==> src/apfm_params.svh <==
// Constants of the amplifier protection and fault monitor.
// Assumes a 100 MHz system clock and analog detectors outside.
`ifndef APFM_PARAMS_SVH
`define APFM_PARAMS_SVH
`define APFM_SYS_MHZ        100
`define APFM_SC_SHUT_US     200
`define APFM_SC_SHUT_CYC    (`APFM_SC_SHUT_US * `APFM_SYS_MHZ)
`define APFM_WARN1_C        8'h7d
`define APFM_WARN2_C        8'h87
`define APFM_WARN3_C        8'h91
`define APFM_HYST_C         8'h0a
`define APFM_SHUT_C         8'h9b
`define APFM_SHUT_REL_C     8'h91
`define APFM_ADDR_BASE      7'h6c
`define APFM_TEMP_LSB       5
`define APFM_FAULT_REG_LAST 8'h01
`define APFM_STRAP_WAIT     2'h3
`endif

==> src/apfm_monitor_end.sv <==
`timescale 1ns/10ps
`default_nettype none
`default_nettype wire

==> src/apfm_pkg.sv <==
// Types of the amplifier protection and fault monitor.
// Assumes the constants header is on the include path.
`include "apfm_params.svh"
package apfm_pkg;
  typedef enum logic [1:0] {
    APFM_G12 = 2'b00,
    APFM_G20 = 2'b01,
    APFM_G26 = 2'b10,
    APFM_G32 = 2'b11
  } apfm_gain_e;

  typedef enum logic [1:0] {
    APFM_FL_HEAT  = 2'b00,
    APFM_FL_CLIP  = 2'b01,
    APFM_FL_BOTH  = 2'b10,
    APFM_FL_TWEET = 2'b11
  } apfm_flag_e;

  typedef struct packed {
    logic por;
    logic load_dump;
    logic psup_high;
    logic gpump_low;
    logic asup_low;
    logic psup_low;
  } apfm_supply_s;

  typedef struct packed {
    logic         osc_align;
    logic [3:0]   avg_over;
    logic [3:0]   peak_over;
    logic [3:0]   full_duty;
    logic [3:0]   tweeter;
    apfm_supply_s sup;
    logic [1:0]   strap;
  } apfm_pins_s;

  typedef struct packed {
    logic       heat_shut;
    logic       load_dump;
    logic       psup_high;
    logic       gpump_low;
    logic       asup_low;
    logic       psup_low;
    logic [3:0] dc;
    logic [3:0] sc;
  } apfm_fault_s;

  typedef struct packed {
    apfm_pins_s            s1;
    apfm_pins_s            s2;
    logic                  osc_prev;
    logic [3:0]            cut;
    logic [3:0][14:0]      sc_cnt;
    logic [3:0][15:0]      dc_cnt;
    logic [2:0]            warn;
    logic                  heat_shut;
    logic [3:0]            run;
    apfm_fault_s           flt;
    apfm_flag_e            flag_sel;
    apfm_gain_e [3:0]      gain;
    logic [1:0]            strap_cnt;
    logic [1:0]            strap;
  } apfm_state_s;
endpackage : apfm_pkg

==> src/apfm_monitor.sv <==
// Protection and fault monitor of a four-channel class-D amplifier.
// Assumes analog comparators on pins, bus engine drives the strobes.
`include "apfm_params.svh"
`timescale 1ns/10ps
`default_nettype none
module apfm_monitor #(
  parameter int unsigned SC_SHUT_CYC = `APFM_SC_SHUT_CYC
) (
  input  wire logic                  I_SYS_CLK,
  input  wire logic                  I_NRST,
  input  wire logic                  I_OSC_ALIGN,
  input  wire logic [3:0]            I_AVG_OVER,
  input  wire logic [3:0]            I_PEAK_OVER,
  input  wire logic [3:0]            I_FULL_DUTY,
  input  wire logic [3:0]            I_TWEETER,
  input  wire apfm_pkg::apfm_supply_s I_SUPPLY,
  input  wire logic [1:0]            I_ADDR_STRAP,
  input  wire logic [31:0]           I_DC_LEVEL,
  input  wire logic [7:0]            I_DC_POS_THR,
  input  wire logic [7:0]            I_DC_NEG_THR,
  input  wire logic [15:0]           I_DC_TIME,
  input  wire logic                  I_DC_SHUT_EN,
  input  wire logic [7:0]            I_TEMP_C,
  input  wire logic [3:0]            I_MUTE,
  input  wire logic [3:0]            I_UNMUTE,
  input  wire logic [3:0]            I_GAIN_WR,
  input  wire logic [1:0]            I_GAIN_VAL,
  input  wire logic                  I_FLAG_WR,
  input  wire logic [1:0]            I_FLAG_SEL,
  input  wire logic [7:0]            I_SUB_ADDR,
  output logic [3:0]                 O_PULSE_CUT,
  output logic [3:0]                 O_PEAK_LIMIT,
  output logic [3:0]                 O_CH_PLAY,
  output logic [3:0]                 O_FAST_HIZ,
  output logic [7:0]                 O_GAIN,
  output logic [7:0]                 O_FAULT0,
  output logic [7:0]                 O_FAULT1,
  output logic [7:0]                 O_TEMP_REG,
  output logic                       O_ERR_ALERT_O,
  output logic                       O_ERR_ALERT_OE,
  output logic                       O_CLIP_HEAT_O,
  output logic                       O_CLIP_HEAT_OE,
  output logic                       O_BUS_RELEASE,
  output logic [6:0]                 O_BUS_ADDR,
  output logic                       O_OSC_MASTER,
  output logic                       O_AUTOINC_OK
);

  apfm_pkg::apfm_state_s q;
  apfm_pkg::apfm_state_s d;
  apfm_pkg::apfm_pins_s  pins;

  logic       osc_edge;
  logic       por;
  logic       global_stop;
  logic       clip_any;
  logic       tweet_any;
  logic       flag_on;
  logic [3:0] dc_over;
  logic [3:0] stop_fault;

  // Hysteresis comparator on die temperature
  function automatic logic hyst(input logic cur, input logic [7:0] t,
                                input logic [7:0] set_c, input logic [7:0] rel_c);
    logic r;
    r = cur;
    if (t >= set_c) begin
      r = 1'b1;
    end else if (t < rel_c) begin
      r = 1'b0;
    end
    return r;
  endfunction : hyst

  // Signed byte against positive and negative thresholds
  function automatic logic dc_cmp(input logic [7:0] lvl, input logic [7:0] pos,
                                  input logic [7:0] neg);
    logic signed [8:0] l;
    logic signed [8:0] p;
    logic signed [8:0] n;
    l = $signed({lvl[7], lvl});
    p = $signed({1'b0, pos});
    n = -$signed({1'b0, neg});
    return (l >= p) || (l <= n);
  endfunction : dc_cmp

  always_comb begin
    pins.osc_align = I_OSC_ALIGN;
    pins.avg_over  = I_AVG_OVER;
    pins.peak_over = I_PEAK_OVER;
    pins.full_duty = I_FULL_DUTY;
    pins.tweeter   = I_TWEETER;
    pins.sup       = I_SUPPLY;
    pins.strap     = I_ADDR_STRAP;
  end

  assign osc_edge = q.s2.osc_align & ~q.osc_prev;
  assign por      = q.s2.sup.por;

  always_comb begin
    d          = q;
    d.s1       = pins;
    d.s2       = q.s1;
    d.osc_prev = q.s2.osc_align;

    if (q.strap_cnt != `APFM_STRAP_WAIT) begin
      d.strap_cnt = q.strap_cnt + 2'h1;
      d.strap     = q.s2.strap;
    end

    d.warn[0] = hyst(q.warn[0], I_TEMP_C, `APFM_WARN1_C,
                     8'(`APFM_WARN1_C - `APFM_HYST_C));
    d.warn[1] = hyst(q.warn[1], I_TEMP_C, `APFM_WARN2_C,
                     8'(`APFM_WARN2_C - `APFM_HYST_C));
    d.warn[2] = hyst(q.warn[2], I_TEMP_C, `APFM_WARN3_C,
                     8'(`APFM_WARN3_C - `APFM_HYST_C));
    d.heat_shut = hyst(q.heat_shut, I_TEMP_C, `APFM_SHUT_C, `APFM_SHUT_REL_C);

    for (int c = 0; c < 4; c++) begin
      if (I_MUTE[c]) begin
        d.run[c] = 1'b0;
      end else if (I_UNMUTE[c]) begin
        d.run[c] = 1'b1;
      end
    end

    if (|I_UNMUTE) begin
      d.flt.heat_shut = 1'b0;
      d.flt.load_dump = 1'b0;
      d.flt.psup_high = 1'b0;
      d.flt.gpump_low = 1'b0;
      d.flt.asup_low  = 1'b0;
      d.flt.psup_low  = 1'b0;
      d.flt.sc        = q.flt.sc & ~I_UNMUTE;
      d.flt.dc        = q.flt.dc & ~I_UNMUTE;
    end

    for (int c = 0; c < 4; c++) begin
      if (q.s2.avg_over[c]) begin
        d.cut[c] = 1'b1;
      end else if (osc_edge) begin
        d.cut[c] = 1'b0;
      end

      // peak held long enough stops channel
      if (q.s2.peak_over[c] && q.run[c]) begin
        d.sc_cnt[c] = q.sc_cnt[c] + 15'h1;
        if (q.sc_cnt[c] == 15'(SC_SHUT_CYC - 1)) begin
          d.sc_cnt[c] = '0;
          d.flt.sc[c] = 1'b1;
          d.run[c]    = 1'b0;
        end
      end else begin
        d.sc_cnt[c] = '0;
      end

      if (dc_over[c] && q.run[c]) begin
        if (q.dc_cnt[c] >= I_DC_TIME) begin
          d.flt.dc[c] = 1'b1;
          if (I_DC_SHUT_EN) begin
            d.run[c] = 1'b0;
          end
        end else begin
          d.dc_cnt[c] = q.dc_cnt[c] + 16'h1;
        end
      end else begin
        d.dc_cnt[c] = '0;
      end

      if (I_GAIN_WR[c]) begin
        d.gain[c] = apfm_pkg::apfm_gain_e'(I_GAIN_VAL);
      end
    end

    if (q.s2.sup.psup_low) begin
      d.flt.psup_low = 1'b1;
    end
    if (q.s2.sup.asup_low) begin
      d.flt.asup_low = 1'b1;
    end
    if (q.s2.sup.gpump_low) begin
      d.flt.gpump_low = 1'b1;
    end
    if (q.s2.sup.psup_high) begin
      d.flt.psup_high = 1'b1;
    end
    if (q.s2.sup.load_dump) begin
      d.flt.load_dump = 1'b1;
    end
    if (q.heat_shut) begin
      d.flt.heat_shut = 1'b1;
    end
    // global fault stops all at once
    if (global_stop) begin
      d.run = 4'h0;
    end

    if (I_FLAG_WR) begin
      d.flag_sel = apfm_pkg::apfm_flag_e'(I_FLAG_SEL);
    end

    if (por) begin
      d.run      = 4'h0;
      d.flt      = '0;
      for (int c = 0; c < 4; c++) begin
        d.gain[c] = apfm_pkg::APFM_G12;
      end
      d.flag_sel = apfm_pkg::APFM_FL_HEAT;
      d.cut      = 4'h0;
      d.sc_cnt   = '0;
      d.dc_cnt   = '0;
    end
  end

  always_comb begin
    for (int c = 0; c < 4; c++) begin
      dc_over[c] = dc_cmp(I_DC_LEVEL[8*c +: 8], I_DC_POS_THR, I_DC_NEG_THR);
    end
  end

  assign global_stop = q.heat_shut | q.s2.sup.load_dump | q.s2.sup.psup_low |
                       q.s2.sup.asup_low | q.s2.sup.gpump_low | q.s2.sup.psup_high;

  assign stop_fault = q.flt.sc | (q.flt.dc & {4{I_DC_SHUT_EN}}) | {4{global_stop}};

  assign clip_any  = |q.s2.full_duty;
  assign tweet_any = |q.s2.tweeter;

  always_comb begin
    case (q.flag_sel)
      // heat warning is the reset code
      apfm_pkg::APFM_FL_HEAT:  flag_on = q.warn[0];
      apfm_pkg::APFM_FL_CLIP:  flag_on = clip_any;
      apfm_pkg::APFM_FL_BOTH:  flag_on = clip_any | q.warn[0];
      apfm_pkg::APFM_FL_TWEET: flag_on = tweet_any;
      default:                 flag_on = 1'b0;
    endcase
  end

  always_ff @(posedge I_SYS_CLK or negedge I_NRST) begin
    if (!I_NRST) begin
      q <= '0;
    end else begin
      q <= d;
    end
  end

  assign O_PULSE_CUT  = q.cut;
  assign O_PEAK_LIMIT = q.s2.peak_over & q.run;
  assign O_CH_PLAY    = q.run;
  assign O_FAST_HIZ   = stop_fault;
  assign O_GAIN       = q.gain;
  assign O_FAULT0     = {2'h0, q.flt.heat_shut, q.flt.load_dump, q.flt.psup_high,
                         q.flt.gpump_low, q.flt.asup_low, q.flt.psup_low};
  assign O_FAULT1     = {q.flt.dc, q.flt.sc};
  assign O_TEMP_REG   = {q.warn, 5'h00};

  assign O_ERR_ALERT_O  = 1'b0;
  assign O_ERR_ALERT_OE = |q.flt;
  assign O_CLIP_HEAT_O  = 1'b0;
  assign O_CLIP_HEAT_OE = flag_on;

  assign O_BUS_RELEASE = por;
  assign O_BUS_ADDR    = `APFM_ADDR_BASE + {5'h00, q.strap};
  assign O_OSC_MASTER  = (q.strap == 2'h0);

  assign O_AUTOINC_OK  = (I_SUB_ADDR > `APFM_FAULT_REG_LAST);

endmodule : apfm_monitor
`default_nettype wire

==> config.mk <==
export PLATFORM = sky130hd
export DESIGN_NAME = apfm_monitor
export DESIGN_NICKNAME = d
export VERILOG_FILES = /design/src/apfm_monitor_end.sv /design/src/apfm_pkg.sv /design/src/apfm_monitor.sv
export VERILOG_INCLUDE_DIRS = /design/src
export SDC_FILE = /design/constraint.sdc
export NUM_CORES = 1
export LEC_CHECK = 0
export BUFFER_PORTS_ARGS = -buffer_cell sky130_fd_sc_hd__buf_2
export CAP_MARGIN = 0
export CELL_PAD_IN_SITES_DETAIL_PLACEMENT = 0
export CELL_PAD_IN_SITES_GLOBAL_PLACEMENT = 2
export CORE_ASPECT_RATIO = 1.25
export CORE_MARGIN = 8
export CORE_UTILIZATION = 30
export DETAILED_ROUTE_END_ITERATION = 8
export PLACE_DENSITY_LB_ADDON = 0.1
export SLEW_MARGIN = 10
export SYNTH_ARGS = -nofsm -noshare
export SYNTH_HDL_FRONTEND = slang
export SYNTH_SLANG_ARGS = --single-unit
export TNS_END_PERCENT = 30
==> constraint.sdc <==
create_clock -name I_SYS_CLK -period 8.1 [get_ports I_SYS_CLK]
set_clock_uncertainty 0.15 [all_clocks]
set_input_delay 0 -clock I_SYS_CLK [delete_from_list [all_inputs] [get_ports I_SYS_CLK]]
set_output_delay 0 -clock I_SYS_CLK [all_outputs]
set_load 0.05 [all_outputs]
# Word level (Yosys, flattened, before mapping)
# Cells that the tools add are included.
totals:
  reg_bits: 215
  in_bits: 125
  output_inout_bits: 62
  word_cells: 242
op_classes:
  n_addsub: 11
  order_cmp: 21
  n_eq_ne: 12
  muxes: 89
  bitwise: 15
  n_reduce_logical: 37
ops:
  columns: ["op", "n"]
  rows:
  - ["two-way mux 128 bit", 1]
  - ["two-way mux 16 bit", 8]
  - ["two-way mux 15 bit", 8]
  - ["adder 16 x 1 -> 16 bit, second input constant", 4]
  - ["greater-or-equal comparator 16 bit", 4]
  - ["two-way mux 1 bit", 63]
  - ["adder 15 x 1 -> 15 bit, second input constant", 4]
  - ["== test 15 bit, second input constant", 4]
  - ["greater-or-equal comparator 8 x 9 -> 1 bit", 4]
  - ["less-or-equal comparator 8 x 9 -> 1 bit", 4]
  - ["nonzero test 3 bit", 10]
  - ["two-way mux 28 bit", 1]
  - ["greater-or-equal comparator 8 bit, second input constant", 3]
  - ["nonzero test 2 bit", 9]
  - ["AND 4 bit", 4]
  - ["< comparator 8 x 7 -> 1 bit, second input constant", 2]
  - ["< comparator 8 bit, second input constant", 2]
  - ["two-way mux 14 bit", 1]
  - ["OR reduction 14 bit", 1]
  - ["!= test 3 bit, second input constant", 4]
  - ["OR reduction 4 bit", 3]
  - ["two-way mux 2 bit", 5]
  - ["negator 8 -> 9 bit", 1]
  - ["greater-or-equal comparator 8 x 7 -> 1 bit, second input constant", 1]
  - ["16 further kinds", 34]

# Longest topological paths before layout
logic_depth:
  word_depth: 9
  depth_mapped: 14
  mapped_depth_nobuf: 12

# Least setup slack after synthesis
# Ideal clock, no wire load.
synth_timing:
  path_kind: "flip-flop to flip-flop"
  startpoint: "register q[57] (netlist name)"
  endpoint: "register q[64] (netlist name)"
  setup_time_ps: 121
  arrival_time_ps: 2487
  required_ps: 7829
  path_slack_ps: 5342
  path_stages_with_launch: 8
  path_buffers: 0
  synth_period_minus_slack_ps: 2758
  path_cell_list: "dfrtp_1 ha_1 a2111oi_0 o21ai_0 a2111oi_0 nand4_1 xor2_1 nor2_1"
synth_between:
  elab_chain_cells: 4
  elab_cells_between_ends: 6
  cone_classes: "add/sub (1); order compare (1); eq/ne (1); mux (3)"
synth_lines:
  columns: ["element", "line_no", "rtl"]
  rows:
  - ["start: declaration", "apfm_monitor.sv:49", "apfm_pkg::apfm_state_s q;"]
  - ["start signal: assignment", "apfm_monitor.sv:242", "q <= '0;"]
  - ["start signal: assignment", "apfm_monitor.sv:244", "q <= d;"]
  - ["adder 16 x 1 -> 16 bit", "apfm_monitor.sv:164", "d.dc_cnt[c] = q.dc_cnt[c] + 16'h1;"]
  - ["two-way mux 16 bit", "apfm_monitor.sv:158", "if (q.dc_cnt[c] >= I_DC_TIME) begin"]
  - ["two-way mux 16 bit", "apfm_monitor.sv:157", "if (dc_over[c] && q.run[c]) begin"]
  - ["two-way mux 128 bit", "apfm_monitor.sv:202", "if (por) begin"]
# Several ways; a longest one is shown, not always the timed one. The select of a mux whose other input is x is not followed.
# A chain may end at the register's enable or synchronous reset.

==> run_results.csv <==
group,metric,value,unit
sta,finalCriticalPeriod,3.38,ns
logic_synthesis,synth_top_cell_area_share,0.417,
logic_synthesis,synth.area.top_cells,"dfrtp_1, ha_1, xor2_1",
cts,cts.sinks,215,
layout,fin_nets,1812,
floorplan,fp.dieW,202,um
cts,hold_buffers,93,
cts,cts_buffer_depth,3,
sta,relSlewSlack,0.293,
placed_design,place_congestion,0.788,
setup_path,cp.required,8.37,ns
floorplan,initial_core_util,0.302,
setup_path,cp-start-kind,"input port",
logic_synthesis,ys_seq_elements,215,
sta,slew_viol_final,0,
placed_design,place.port_buffers,171,
pwr,netSwitchingFraction,0.262,
grt,grt_antenna_before_repair,1,
setup_path,reg2reg_from,"q[36]",
outcome,status,"finished, violations left",
cts,cts_buffers,26,
sta,setup_slack,4.72,ns
sta,final.period_utilization,0.418,
grt,grt.overflow.total,0,
sta,tns,0,ns
setup_path,path_class,"input port to flop",
sta,fmax,0.296,GHz
routing,drc_errors,0,
routing,drt_pre_antenna_iters,6,
pwr,power_leakage,0.00740,uW
logic_synthesis,synth_ff_type,"dfrtp_1",
cts,cts_resized,0,
layout,drive_gt1_frac,0.167,
pwr,power_frac_seq,0.429,
setup_path,end_kind,"flop",
pwr,power_density,162,nW/um2
routing,finalWirelength,37400,um
cts,clk_latency,0.54,ns
cts,root_buffer,"clkbuf_16",
routing,via_count,10100,
cts,cts_tree,"yes",
routing,wl_per_cell,17.5,um
logic_synthesis,yosys.area.top_type,"dfrtp_1",
logic_synthesis,ys_seq_area_frac,0.417,
logic_synthesis,netlist_instances,1320,
logic_synthesis,avgSynthCellArea,9.78,um2
logic_synthesis,netlist_area,12900,um2
layout,diodes,0,
sta,tightest_slew,1.05,ns
logic_synthesis,yosysMostFrequentCell,"dfrtp_1",
pwr,power.share.clock,0.447,
floorplan,die_h,248,um
cts,postCtsSetupBuffers,0,
routing,drtIter0Drc,305,
setup_path,critPathArrivalTime,3.65,ns
setup_path,rr_endpoint,"O_CH_PLAY[0]",
logic_synthesis,synth_edf_count,0,
pwr,p_sw,675,uW
sta,finalSetupViolations,0,
worst_hold_path,hp-class,"input port to async pin",
pwr,p_comb_frac,0.124,
cts,clk_pin_slew,0.05,ns
grt,grt_pass1_wl,60000,um
job,cap_viol_max_count,0,
outcome,violations,"hold timing",
setup_path,cp_max_fo,9,
sta,hold_slack,-0.00363,ns
sta,final_hold_viol_count,4,
logic_synthesis,synth_common_cells,"dfrtp_1, nor2_1, ha_1, xor2_1, nand2_1",
layout,syn_to_final_growth,23.0,%
sta,grt_setup_unrepaired,"false",
pwr,peakVddDrop,0.000159,V
grt,grt_pass1_vias,10800,
setup_path,ff2ff_path_depth,11,
floorplan,pin_count,187,
floorplan,core,42800,um2
logic_synthesis,yosys_warnings,0,
placed_design,place_ws,4.20,ns
pwr,intPower,1900,uW
floorplan,fp-row-count,85,
floorplan,die-area,50000,um2
logic_synthesis,synth_async_sr_flop_share,1.00,
grt,track_usage,0.149,
routing,viasPerCell,4.70,
routing,ant_nets,0,
placed_design,place_hpwl,28200,um
setup_path,r2r_slack,4.83,ns
cts,h-tree-depth,1,
grt,grt_max_degree,86,
logic_synthesis,ys_types,76,
per-layer routing:
metal / vias up / share of wire / global-route usage
met4: 0 / 0.014 / 0.0318
met1: 4809 / 0.43 / 0.180
met3: 33 / 0.040 / 0.0251
met2: 152 / 0.51 / 0.274
met5: - / 0 / 0
li1: 5077 / - / -
placed cells by master (no fill, tap or decap), drive strengths merged, types with 5 or more instances in the layout:
| cell type | n |
|---|---|
| a211o | 8 |
| a211oi | 5 |
| a21o | 14 |
| a21oi | 52 |
| a311oi | 5 |
| a31oi | 8 |
| and2 | 6 |
| and3 | 27 |
| buf | 178 |
| clkbuf | 33 |
| clkinv | 12 |
| conb | 14 |
| dfrtp | 215 |
| dlygate4sd3 | 92 |
| ha | 130 |
| inv | 61 |
| mux2i | 14 |
| nand2 | 79 |
| nand2b | 6 |
| nand3 | 50 |
| nand4 | 57 |
| nor2 | 195 |
| nor2b | 16 |
| nor3 | 31 |
| nor3b | 6 |
| nor4 | 17 |
| o211ai | 5 |
| o21a | 7 |
| o21ai | 31 |
| o31ai | 5 |
| or3 | 6 |
| xnor2 | 44 |
| xnor3 | 6 |
| xor2 | 79 |
power groups by stage:
stage / Clock, uW / Combinational, uW / Sequential (uW)
floorplan: 0 / 182 / 1120
global placement: 0 / 288 / 1120
detailed placement: 0 / 290 / 1120
CTS: 1200 / 327 / 1100
global route: 1250 / 357 / 1110
finish: 1150 / 320 / 1100
worst max-delay path by stage:
stage | to | from | slack [ns]
4_1_cts | O_CH_PLAY[3] | I_DC_NEG_THR[0] | 4.66
3_3_place_gp | q[99] | I_DC_NEG_THR[0] | 4.24
2_1_floorplan | q[64] | q[57] | 5.34
6_report | O_CH_PLAY[3] | I_DC_NEG_THR[0] | 4.72
3_5_place_dp | q[99] | I_DC_NEG_THR[0] | 4.20
5_1_grt | O_CH_PLAY[3] | I_DC_NEG_THR[5] | 4.48
layout make-up:
class / count / area (um2)
clock buffers: 33 / 707
repair buffers: 270 / 1860
well taps: 565 / 707
clock inverters: 14 / 135
fillers: 4429 / 26900
flip-flops and latches: 215 / 5380
inverters: 61 / 229
multi-input cells: 983 / 6860
worst max-delay path, cell delays in order:
cell and delay (ns):
buf_2 0.18, inv_1 0.08, ha_1 0.41, nand2_1 0.18
nor3_1 0.57, ha_1 0.27, nand2_1 0.08, a21o_1 0.15
a211o_1 0.28, o221ai_1 0.36, nor3_1 0.20, o31a_1 0.34
dlygate4sd3_1 0.55
stage by stage:
step | instances | utilization | power (uW) | cell area [um2]
2_1_floorplan | 1332 | - | 1300 | 13000
5_1_grt | 2141 | 0.371 | 2710 | 15900
3_5_place_dp | 2001 | 0.330 | 1410 | 14100
4_1_cts | 2141 | 0.371 | 2640 | 15900
3_3_place_gp | 2001 | 0.330 | 1410 | 14100
6_report | 2141 | 0.371 | 2580 | 15900
sequential cells by signal (all words and copies together), names as in the netlist, 3 cells and up:
signal	count
q	155
d	26
O_FAULT1	8
O_GAIN	8
O_FAULT0	6
O_CH_PLAY	4
O_PULSE_CUT	4
O_TEMP_REG	3
logic make-up after synthesis:
kind of cell	share of synthesized area
AND/OR/NAND/NOR	0.199
flip-flops	0.417
multiplexers	0.0135
buffers and inverters	0.0555
other	0.000582
XOR/XNOR	0.0951
adder cells (fa/ha/maj)	0.127
AO/OA/AOI/OAI	0.0931
Note: power is estimated with default switching activity, not from simulation.
